==> src/rtl/ext_hop_regs.svh <==
// constants for the rear-panel hop and trigger control block
`ifndef EXT_HOP_REGS_SVH
`define EXT_HOP_REGS_SVH

// ----------------------------------------------------------------
// hop address and reset values
// ----------------------------------------------------------------
`define HOP_ADDR_BITS   11
`define HOP_ADDR_RESET  11'h000
`define BURST_RESET     2'h0

// ----------------------------------------------------------------
// control pin positions above the address lines in the sync vector
// ----------------------------------------------------------------
`define CTRL_BITS       9
`define GEN_TRIG_OFS    0
`define ANA_TRIG_OFS    1
`define SEQ_TRIG_OFS    2
`define SEQ_RST_N_OFS   3
`define SUPPRESS_N_OFS  4
`define CNT_RST_N_OFS   5
`define DEMOD_TRIG_OFS  6
`define BURST_LSB_OFS   7
`define BURST_MSB_OFS   8
// idle level of the control pins: active-low inputs rest high
`define CTRL_IDLE       9'h038

`endif

==> src/rtl/ext_hop_pkg.sv <==
// types shared by the rear-panel hop and trigger control block
package ext_hop_pkg;
  // hop address source selected by the hop controller
  typedef enum logic [1:0] {
    SRC_EXT = 2'b01,
    SRC_SEQ = 2'b10
  } addr_source_t;

  // burst type definition number
  typedef logic [1:0] burst_num_t;
endpackage : ext_hop_pkg

==> src/rtl/pin_sync_if.sv <==
// interface carrying raw pin levels into the synchroniser and clean levels out
interface pin_sync_if #(
  parameter int W = 20
);
  logic [W-1:0] raw;
  logic [W-1:0] clean;

  modport sync (input raw, output clean);
  modport user (output raw, input clean);
endinterface : pin_sync_if

==> src/rtl/ext_hop_trigger_control.sv <==
// rear-panel hop, burst select, demod trigger and counter halt control
// Operation
// - take burst type anew for every burst
// - burst number decoded with upper line as msb
// - burst lines act only when selection external
// - demod trigger honoured only for external source
// - start on rising demod trigger edge only
// - counter reset low halts and resets counters
// - halt status low while counters halted
// - halt status low always in settable mode
// - eleven address lines, unsigned, high means one
// - generator trigger edge latches address, retunes generator
// - analyzer trigger edge latches address, retunes analyzer
// - sequential mode samples address on sequence edge while sequence reset is low
// - sequential address lines load internal register only; here the load edge also retunes armed generator/analyzer
// - sequence reset acts only at next sequence edge
// - suppress input blocks sequence-triggered retune only, sequence still advances
`include "ext_hop_regs.svh"
module ext_hop_trigger_control #(
  parameter int ADDR_W = `HOP_ADDR_BITS
) (
  // clock and reset
  input  wire logic                       clock,
  input  wire logic                       rstn,
  // rear-panel pins
  input  wire logic [ADDR_W-1:0]          hop_table_address,
  input  wire logic                       generator_hop_trigger,
  input  wire logic                       analyzer_hop_trigger,
  input  wire logic                       sequence_hop_trigger,
  input  wire logic                       sequence_address_reset_n,
  input  wire logic                       hop_suppress_n,
  input  wire logic                       counter_reset_in_n,
  input  wire logic                       ext_demodulation_trigger,
  input  wire logic                       burst_select_lsb,
  input  wire logic                       burst_select_msb,
  output wire logic                       counter_halt_status_n,
  // hop controller settings
  input  wire ext_hop_pkg::addr_source_t  address_source,
  input  wire logic                       generator_hop_mode,
  input  wire logic                       generator_trigger_armed,
  input  wire logic                       analyzer_hop_mode,
  input  wire logic                       analyzer_trigger_armed,
  // demodulation and measurement settings
  input  wire logic                       demod_burst_external,
  input  wire logic                       meas_burst_external,
  input  wire ext_hop_pkg::burst_num_t    demod_burst_internal,
  input  wire ext_hop_pkg::burst_num_t    meas_burst_internal,
  input  wire logic                       demod_trigger_external,
  input  wire logic                       meas_trigger_external,
  input  wire logic                       burst_start,
  input  wire logic                       settable_mode,
  // results to the generator, analyzer and dsp
  output wire logic                       generator_retune,
  output wire logic [ADDR_W-1:0]          generator_hop_address,
  output wire logic                       analyzer_retune,
  output wire logic [ADDR_W-1:0]          analyzer_hop_address,
  output wire logic [ADDR_W-1:0]          sequence_address,
  output wire ext_hop_pkg::burst_num_t    demod_burst_number,
  output wire ext_hop_pkg::burst_num_t    meas_burst_number,
  output wire logic                       demod_start,
  output wire logic                       meas_start,
  output wire logic                       counter_hold
);
  import ext_hop_pkg::*;

  localparam int SW = ADDR_W + `CTRL_BITS;
  localparam logic [SW-1:0] IDLE = {`CTRL_IDLE, {ADDR_W{1'b0}}};

  if (ADDR_W < 1 || ADDR_W > 16) begin : g_chk
    $error("hop address width must lie between 1 and 16");
  end

  // ----------------------------------------------------------------
  // input synchronisation
  // ----------------------------------------------------------------
  pin_sync_if #(.W(SW)) pins ();

  // address and triggers share one path so that they line up in time
  assign pins.raw = {burst_select_msb, burst_select_lsb, ext_demodulation_trigger,
                     counter_reset_in_n, hop_suppress_n, sequence_address_reset_n,
                     sequence_hop_trigger, analyzer_hop_trigger, generator_hop_trigger,
                     hop_table_address};

  pin_sync #(.W(SW), .IDLE(IDLE)) u_sync (
    .clock (clock),
    .rstn  (rstn),
    .pins  (pins)
  );

  logic [ADDR_W-1:0]     addr_c;
  logic [`CTRL_BITS-1:0] ctrl_c;
  assign addr_c = pins.clean[ADDR_W-1:0];
  assign ctrl_c = pins.clean[SW-1:ADDR_W];

  // ----------------------------------------------------------------
  // state
  // ----------------------------------------------------------------
  logic [`CTRL_BITS-1:0] prev_reg, prev_next;
  logic [ADDR_W-1:0]     gen_addr_reg, gen_addr_next;
  logic [ADDR_W-1:0]     ana_addr_reg, ana_addr_next;
  logic [ADDR_W-1:0]     seq_addr_reg, seq_addr_next;
  logic                  gen_retune_reg, gen_retune_next;
  logic                  ana_retune_reg, ana_retune_next;
  burst_num_t            dburst_reg, dburst_next;
  burst_num_t            mburst_reg, mburst_next;
  logic                  dstart_reg, dstart_next;
  logic                  mstart_reg, mstart_next;
  logic                  hold_reg, hold_next;
  logic                  status_n_reg, status_n_next;

  logic [`CTRL_BITS-1:0] rise;
  logic                  gen_fire, ana_fire, seq_fire, may_retune;
  burst_num_t            burst_pins;

  // edge detection and hop decisions
  always_comb begin
    rise       = ctrl_c & ~prev_reg;
    prev_next  = ctrl_c;
    gen_fire   = rise[`GEN_TRIG_OFS] && address_source == SRC_EXT
                 && generator_hop_mode && generator_trigger_armed;
    ana_fire   = rise[`ANA_TRIG_OFS] && address_source == SRC_EXT
                 && analyzer_hop_mode && analyzer_trigger_armed;
    seq_fire   = rise[`SEQ_TRIG_OFS] && address_source == SRC_SEQ
                 && (generator_trigger_armed || analyzer_trigger_armed);
    may_retune = ctrl_c[`SUPPRESS_N_OFS];

    // reset level is only looked at on a sequence edge
    seq_addr_next = seq_addr_reg;
    if (seq_fire) begin
      if (!ctrl_c[`SEQ_RST_N_OFS]) begin
        seq_addr_next = addr_c;
      end else begin
        seq_addr_next = ADDR_W'(seq_addr_reg + 1'b1);
      end
    end

    // external addressing wins; sequence retune needs suppress released
    gen_addr_next   = gen_addr_reg;
    gen_retune_next = 1'b0;
    if (gen_fire) begin
      gen_addr_next   = addr_c;
      gen_retune_next = 1'b1;
    end else if (seq_fire && may_retune && generator_hop_mode && generator_trigger_armed) begin
      gen_addr_next   = seq_addr_next;
      gen_retune_next = 1'b1;
    end
    ana_addr_next   = ana_addr_reg;
    ana_retune_next = 1'b0;
    if (ana_fire) begin
      ana_addr_next   = addr_c;
      ana_retune_next = 1'b1;
    end else if (seq_fire && may_retune && analyzer_hop_mode && analyzer_trigger_armed) begin
      ana_addr_next   = seq_addr_next;
      ana_retune_next = 1'b1;
    end
  end

  // burst type, demod trigger and counter halt
  always_comb begin
    burst_pins  = {ctrl_c[`BURST_MSB_OFS], ctrl_c[`BURST_LSB_OFS]};
    dburst_next = dburst_reg;
    mburst_next = mburst_reg;
    if (burst_start) begin
      dburst_next = demod_burst_external ? burst_pins : demod_burst_internal;
      mburst_next = meas_burst_external ? burst_pins : meas_burst_internal;
    end
    dstart_next   = rise[`DEMOD_TRIG_OFS] && demod_trigger_external;
    mstart_next   = rise[`DEMOD_TRIG_OFS] && meas_trigger_external;
    hold_next     = !ctrl_c[`CNT_RST_N_OFS];
    // settable mode forces the status low whatever the pin does
    status_n_next = settable_mode ? 1'b0 : ctrl_c[`CNT_RST_N_OFS];
  end

  always_ff @(posedge clock) begin
    if (!rstn) begin
      prev_reg       <= `CTRL_IDLE;
      gen_addr_reg   <= '0;
      ana_addr_reg   <= '0;
      seq_addr_reg   <= '0;
      gen_retune_reg <= 1'b0;
      ana_retune_reg <= 1'b0;
      dburst_reg     <= `BURST_RESET;
      mburst_reg     <= `BURST_RESET;
      dstart_reg     <= 1'b0;
      mstart_reg     <= 1'b0;
      hold_reg       <= 1'b0;
      status_n_reg   <= 1'b1;
    end else begin
      prev_reg       <= prev_next;
      gen_addr_reg   <= gen_addr_next;
      ana_addr_reg   <= ana_addr_next;
      seq_addr_reg   <= seq_addr_next;
      gen_retune_reg <= gen_retune_next;
      ana_retune_reg <= ana_retune_next;
      dburst_reg     <= dburst_next;
      mburst_reg     <= mburst_next;
      dstart_reg     <= dstart_next;
      mstart_reg     <= mstart_next;
      hold_reg       <= hold_next;
      status_n_reg   <= status_n_next;
    end
  end

  // ----------------------------------------------------------------
  // outputs
  // ----------------------------------------------------------------
  assign generator_retune      = gen_retune_reg;
  assign generator_hop_address = gen_addr_reg;
  assign analyzer_retune       = ana_retune_reg;
  assign analyzer_hop_address  = ana_addr_reg;
  assign sequence_address      = seq_addr_reg;
  assign demod_burst_number    = dburst_reg;
  assign meas_burst_number     = mburst_reg;
  assign demod_start           = dstart_reg;
  assign meas_start            = mstart_reg;
  assign counter_hold          = hold_reg;
  assign counter_halt_status_n = status_n_reg;
endmodule : ext_hop_trigger_control

==> src/rtl/pin_sync.sv <==
// three-stage pin synchroniser with agreement filter
module pin_sync #(
  parameter int             W    = 20,
  parameter logic [W-1:0]   IDLE = '0
) (
  // clock and reset
  input  wire logic  clock,
  input  wire logic  rstn,
  // pins in, clean levels out
  pin_sync_if.sync   pins
);
  logic [W-1:0] s1_reg, s1_next;
  logic [W-1:0] s2_reg, s2_next;
  logic [W-1:0] s3_reg, s3_next;
  logic [W-1:0] clean_reg, clean_next;

  if (W < 1) begin : g_chk
    $error("pin_sync width must be at least one");
  end

  // stage one feeds only stage two; a bit changes once stages two and three agree
  always_comb begin
    s1_next    = pins.raw;
    s2_next    = s1_reg;
    s3_next    = s2_reg;
    clean_next = (s2_reg & s3_reg) | (clean_reg & (s2_reg | s3_reg));
  end

  always_ff @(posedge clock) begin
    if (!rstn) begin
      s1_reg    <= IDLE;
      s2_reg    <= IDLE;
      s3_reg    <= IDLE;
      clean_reg <= IDLE;
    end else begin
      s1_reg    <= s1_next;
      s2_reg    <= s2_next;
      s3_reg    <= s3_next;
      clean_reg <= clean_next;
    end
  end

  assign pins.clean = clean_reg;
endmodule : pin_sync

==> config.mk <==
export PLATFORM = sky130hd
export DESIGN_NAME = ext_hop_trigger_control
export DESIGN_NICKNAME = d
export VERILOG_FILES = /design/src/rtl/ext_hop_pkg.sv /design/src/rtl/pin_sync_if.sv /design/src/rtl/ext_hop_trigger_control.sv /design/src/rtl/pin_sync.sv
export VERILOG_INCLUDE_DIRS = /design/src /design/src/rtl
export SDC_FILE = /design/constraint.sdc
export NUM_CORES = 1
export LEC_CHECK = 0
export BUFFER_PORTS_ARGS = -buffer_cell sky130_fd_sc_hd__buf_2
export CAP_MARGIN = 20
export CORE_MARGIN = 8
export CORE_UTILIZATION = 59
export DETAILED_ROUTE_END_ITERATION = 7
export GPL_ROUTABILITY_DRIVEN = 0
export PLACE_DENSITY = 0.84
export SYNTH_ARGS = -nofsm -noshare
export SYNTH_HDL_FRONTEND = slang
export SYNTH_SLANG_ARGS = --single-unit
==> constraint.sdc <==
create_clock -name clock -period 4.85 [get_ports clock]
set_clock_uncertainty 0.2 [all_clocks]
set_input_delay 0 -clock clock [delete_from_list [all_inputs] [get_ports clock]]
set_output_delay 0 -clock clock [all_outputs]
set_load 0.02 [all_outputs]
==> results.yml <==
route:
  dr.pass1.iters: 8
  totalWireLength_um: 11600
  viasPerCell: 5.64
  dr_total_vias: 3866
  first_iter_violations: 306
  routedWlPerCell_um: 16.9
  antenna_left: 0
  drc: 0
layout:
  fin_cells: 685
  drive_gt1_share_pct: 20.8
  final_common_cell: "dfxtp_1"
  nNetsFinal: 613
  antennaDiodeCount: 0
  finalInstanceArea_mm2: 0.00597
  layout_common_cells: "dfxtp_1 (127), buf_2 (80), dlygate4sd3_1 (58), and2_1 (57), a21oi_1 (33)"
  area_growth_pct: 35.4
  finalCoreUtilization_pct: 82.3
placed_design:
  io_buffers: 80
  dp_hpwl_um: 6650
  dp_cells: 596
  placed_cell_area_mm2: 0.00483
  dp_slack_ps: 2610
power_and_ir_drop:
  p_per_area_mw_per_mm2: 391
  p_sw_uw: 505
  peakVddDrop_mv: 0.288
  swShare_pct: 21.6
  pwr-share-seq_pct: 46.2
  p_int_uw: 1830
  p_leak_uw: 0.00243
  power.combinational.fraction_pct: 4.2
  p_clk_share_pct: 49.6
sta:
  layout_worst_path_cycle_share_pct: 64.7
  fin_ws_ps: 1710
  fmax_mhz: 319
  min_period_ps: 3140
  hold_violations: 0
  maxSlewHeadroom_pct: 29.2
  slew_violations: 0
  worst_pin_slew_ps: 1060
  rsz0062_at_grt: "no"
  fin_setup_tns_ps: 0
  setup_violations: 0
floorplanning:
  die-height_um: 102
  die_area_mm2: 0.0105
  die_w_um: 102
  fp-row-count: 31
  design.portCount: 81
  coreArea_mm2: 0.00725
  start_util_pct: 60.8
min_path:
  worstHoldPathType: "input pin to flop"
grt:
  antenna_found_initial: 0
  grt_use_total_pct: 22.7
  grt.overflow.total: 0
  grt_pass1_vias: 3826
  grt_max_degree: 78
  grt_pass1_wl_um: 18300
logic_synthesis:
  synthArstFlopShare_pct: 0
  ys.flop_type: "dfxtp_1"
  synth_edf_count: 0
  syn_avg_cell_area_um2: 10.0
  seq_area_frac_synth_pct: 57.7
  synth_cell_types: 49
  synth_cells: 440
  ys_seq_elements: 127
  syn_nets: 479
  synth_area_mm2: 0.00441
  ys.warnings.count: 0
job:
  max_cap_violations: 0
cts:
  clkLatencyLatePin_ps: 510
  cts_buffers: 17
  cts_setup_buffers: 0
  holdBufCountCts: 58
  cts_resized: 0
  htreeDepth: 4
  cts_num_sinks: 127
  clock_path_buffers: 2
  clk_pin_slew_ps: 60
  cts_tree: "built"
  cts-root-buf: "clkbuf_8"
worst_setup_path:
  start_kind: "input pin"
  critPathRequiredTime_ps: 5040
  cp_data_arrival_time_ps: 3320
  cp_max_fo: 14
  worstSetupPathType: "input pin to flop"
  ff2ff_setup_slack_ps: 2160
  worstSetupEndpointType: "flop"
run_status:
  status: "finished clean"
cell usage after synthesis, types with 2 or more instances:
library cell  instances  area share, %
dfxtp_1             127             58
o21ai_0              27            3.1
nor3_1                3           0.34
o22ai_1              15            2.1
nand3_1               2           0.23
nor3b_1               8            1.4
nor2_1               25            2.1
nand2b_1              9            1.3
nand4b_1              2           0.40
buf_2                 6           0.68
and4_1                3           0.60
a21o_1                2           0.34
mux2i_1               6            1.4
inv_1                 3           0.26
a221oi_1              2           0.40
clkbuf_1             16            1.4
a21oi_1              33            3.7
a2bb2oi_1             2           0.40
and3_1                6           0.85
a211oi_1              4           0.68
a22oi_1              16            2.7
nand2_1              29            2.5
o2bb2ai_1             6            1.2
and2_1               57            8.1
nand4_1               7           0.99
cell type report:
class | count | area [um^2]
Multi-Input combinational cell | 285 | 1750
Clock inverter | 12 | 111
Fill cell | 435 | 1280
Sequential cell | 127 | 2540
Inverter | 4 | 15.0
Clock buffer | 19 | 442
Tap cell | 99 | 124
Timing Repair Buffer | 139 | 988
metrics by stage:
| stage | power [uW] | hold WS, ps |
|---|---|---|
| finish | 2330 | 43.6 |
| detailed placement | 1160 | -16.6 |
| global route | 2400 | 58.4 |
| floorplan | 1130 | -99.6 |
| global placement | 1160 | -18.7 |
| CTS | 2330 | 21.1 |
per-layer routing:
| layer | GRT usage [%] | vias to the layer above | wire, um |
|---|---|---|---|
| met4 | 10.0 | 0 | 269 |
| met2 | 39.0 | 206 | 5870 |
| li1 | - | 1825 | - |
| met1 | 25.4 | 1806 | 4530 |
| met5 | 0 | - | 0 |
| met3 | 6.40 | 29 | 913 |
worst paths after layout:
check                                from                  endpoint  cells past startpoint
setup / recovery  generator_trigger_armed  generator_hop_address[4]                      9
hold / removal           burst_select_msb         u_sync.s1_reg[19]                      3
setup reg to reg    u_sync.pins.clean[11]  generator_hop_address[4]                      5
hold reg to reg         u_sync.s1_reg[16]         u_sync.s2_reg[16]                      1
power groups by stage:
stage / clock, uW / combinational (uW) / sequential [uW]
finish: 1160 / 97.1 / 1080
global route: 1220 / 106 / 1080
CTS: 1160 / 95.1 / 1080
detailed placement: 0 / 61.2 / 1100
global placement: 0 / 59.7 / 1100
floorplan: 0 / 33.0 / 1100
worst max-delay path, cell delays in order:
cell           delay, ps
dlygate4sd3_1        520
buf_2                160
nand4b_1             100
dlygate4sd3_1        570
nor3b_2              850
nor2_4               190
a22oi_1              250
o2bb2ai_1            100
dlygate4sd3_1        590
kinds of logic (layout without fill, tap and decap cells):
group / Yosys count / after routing / synth area share, %
compound gates: 114 / 114 / 16.2
fa+ha+maj: 1 / 1 / 0.284
buf+inv: 28 / 174 / 2.72
flops: 127 / 127 / 57.7
mux: 8 / 8 / 1.87
simple gates: 162 / 162 / 21.2
(Power assumes the default switching activity.)
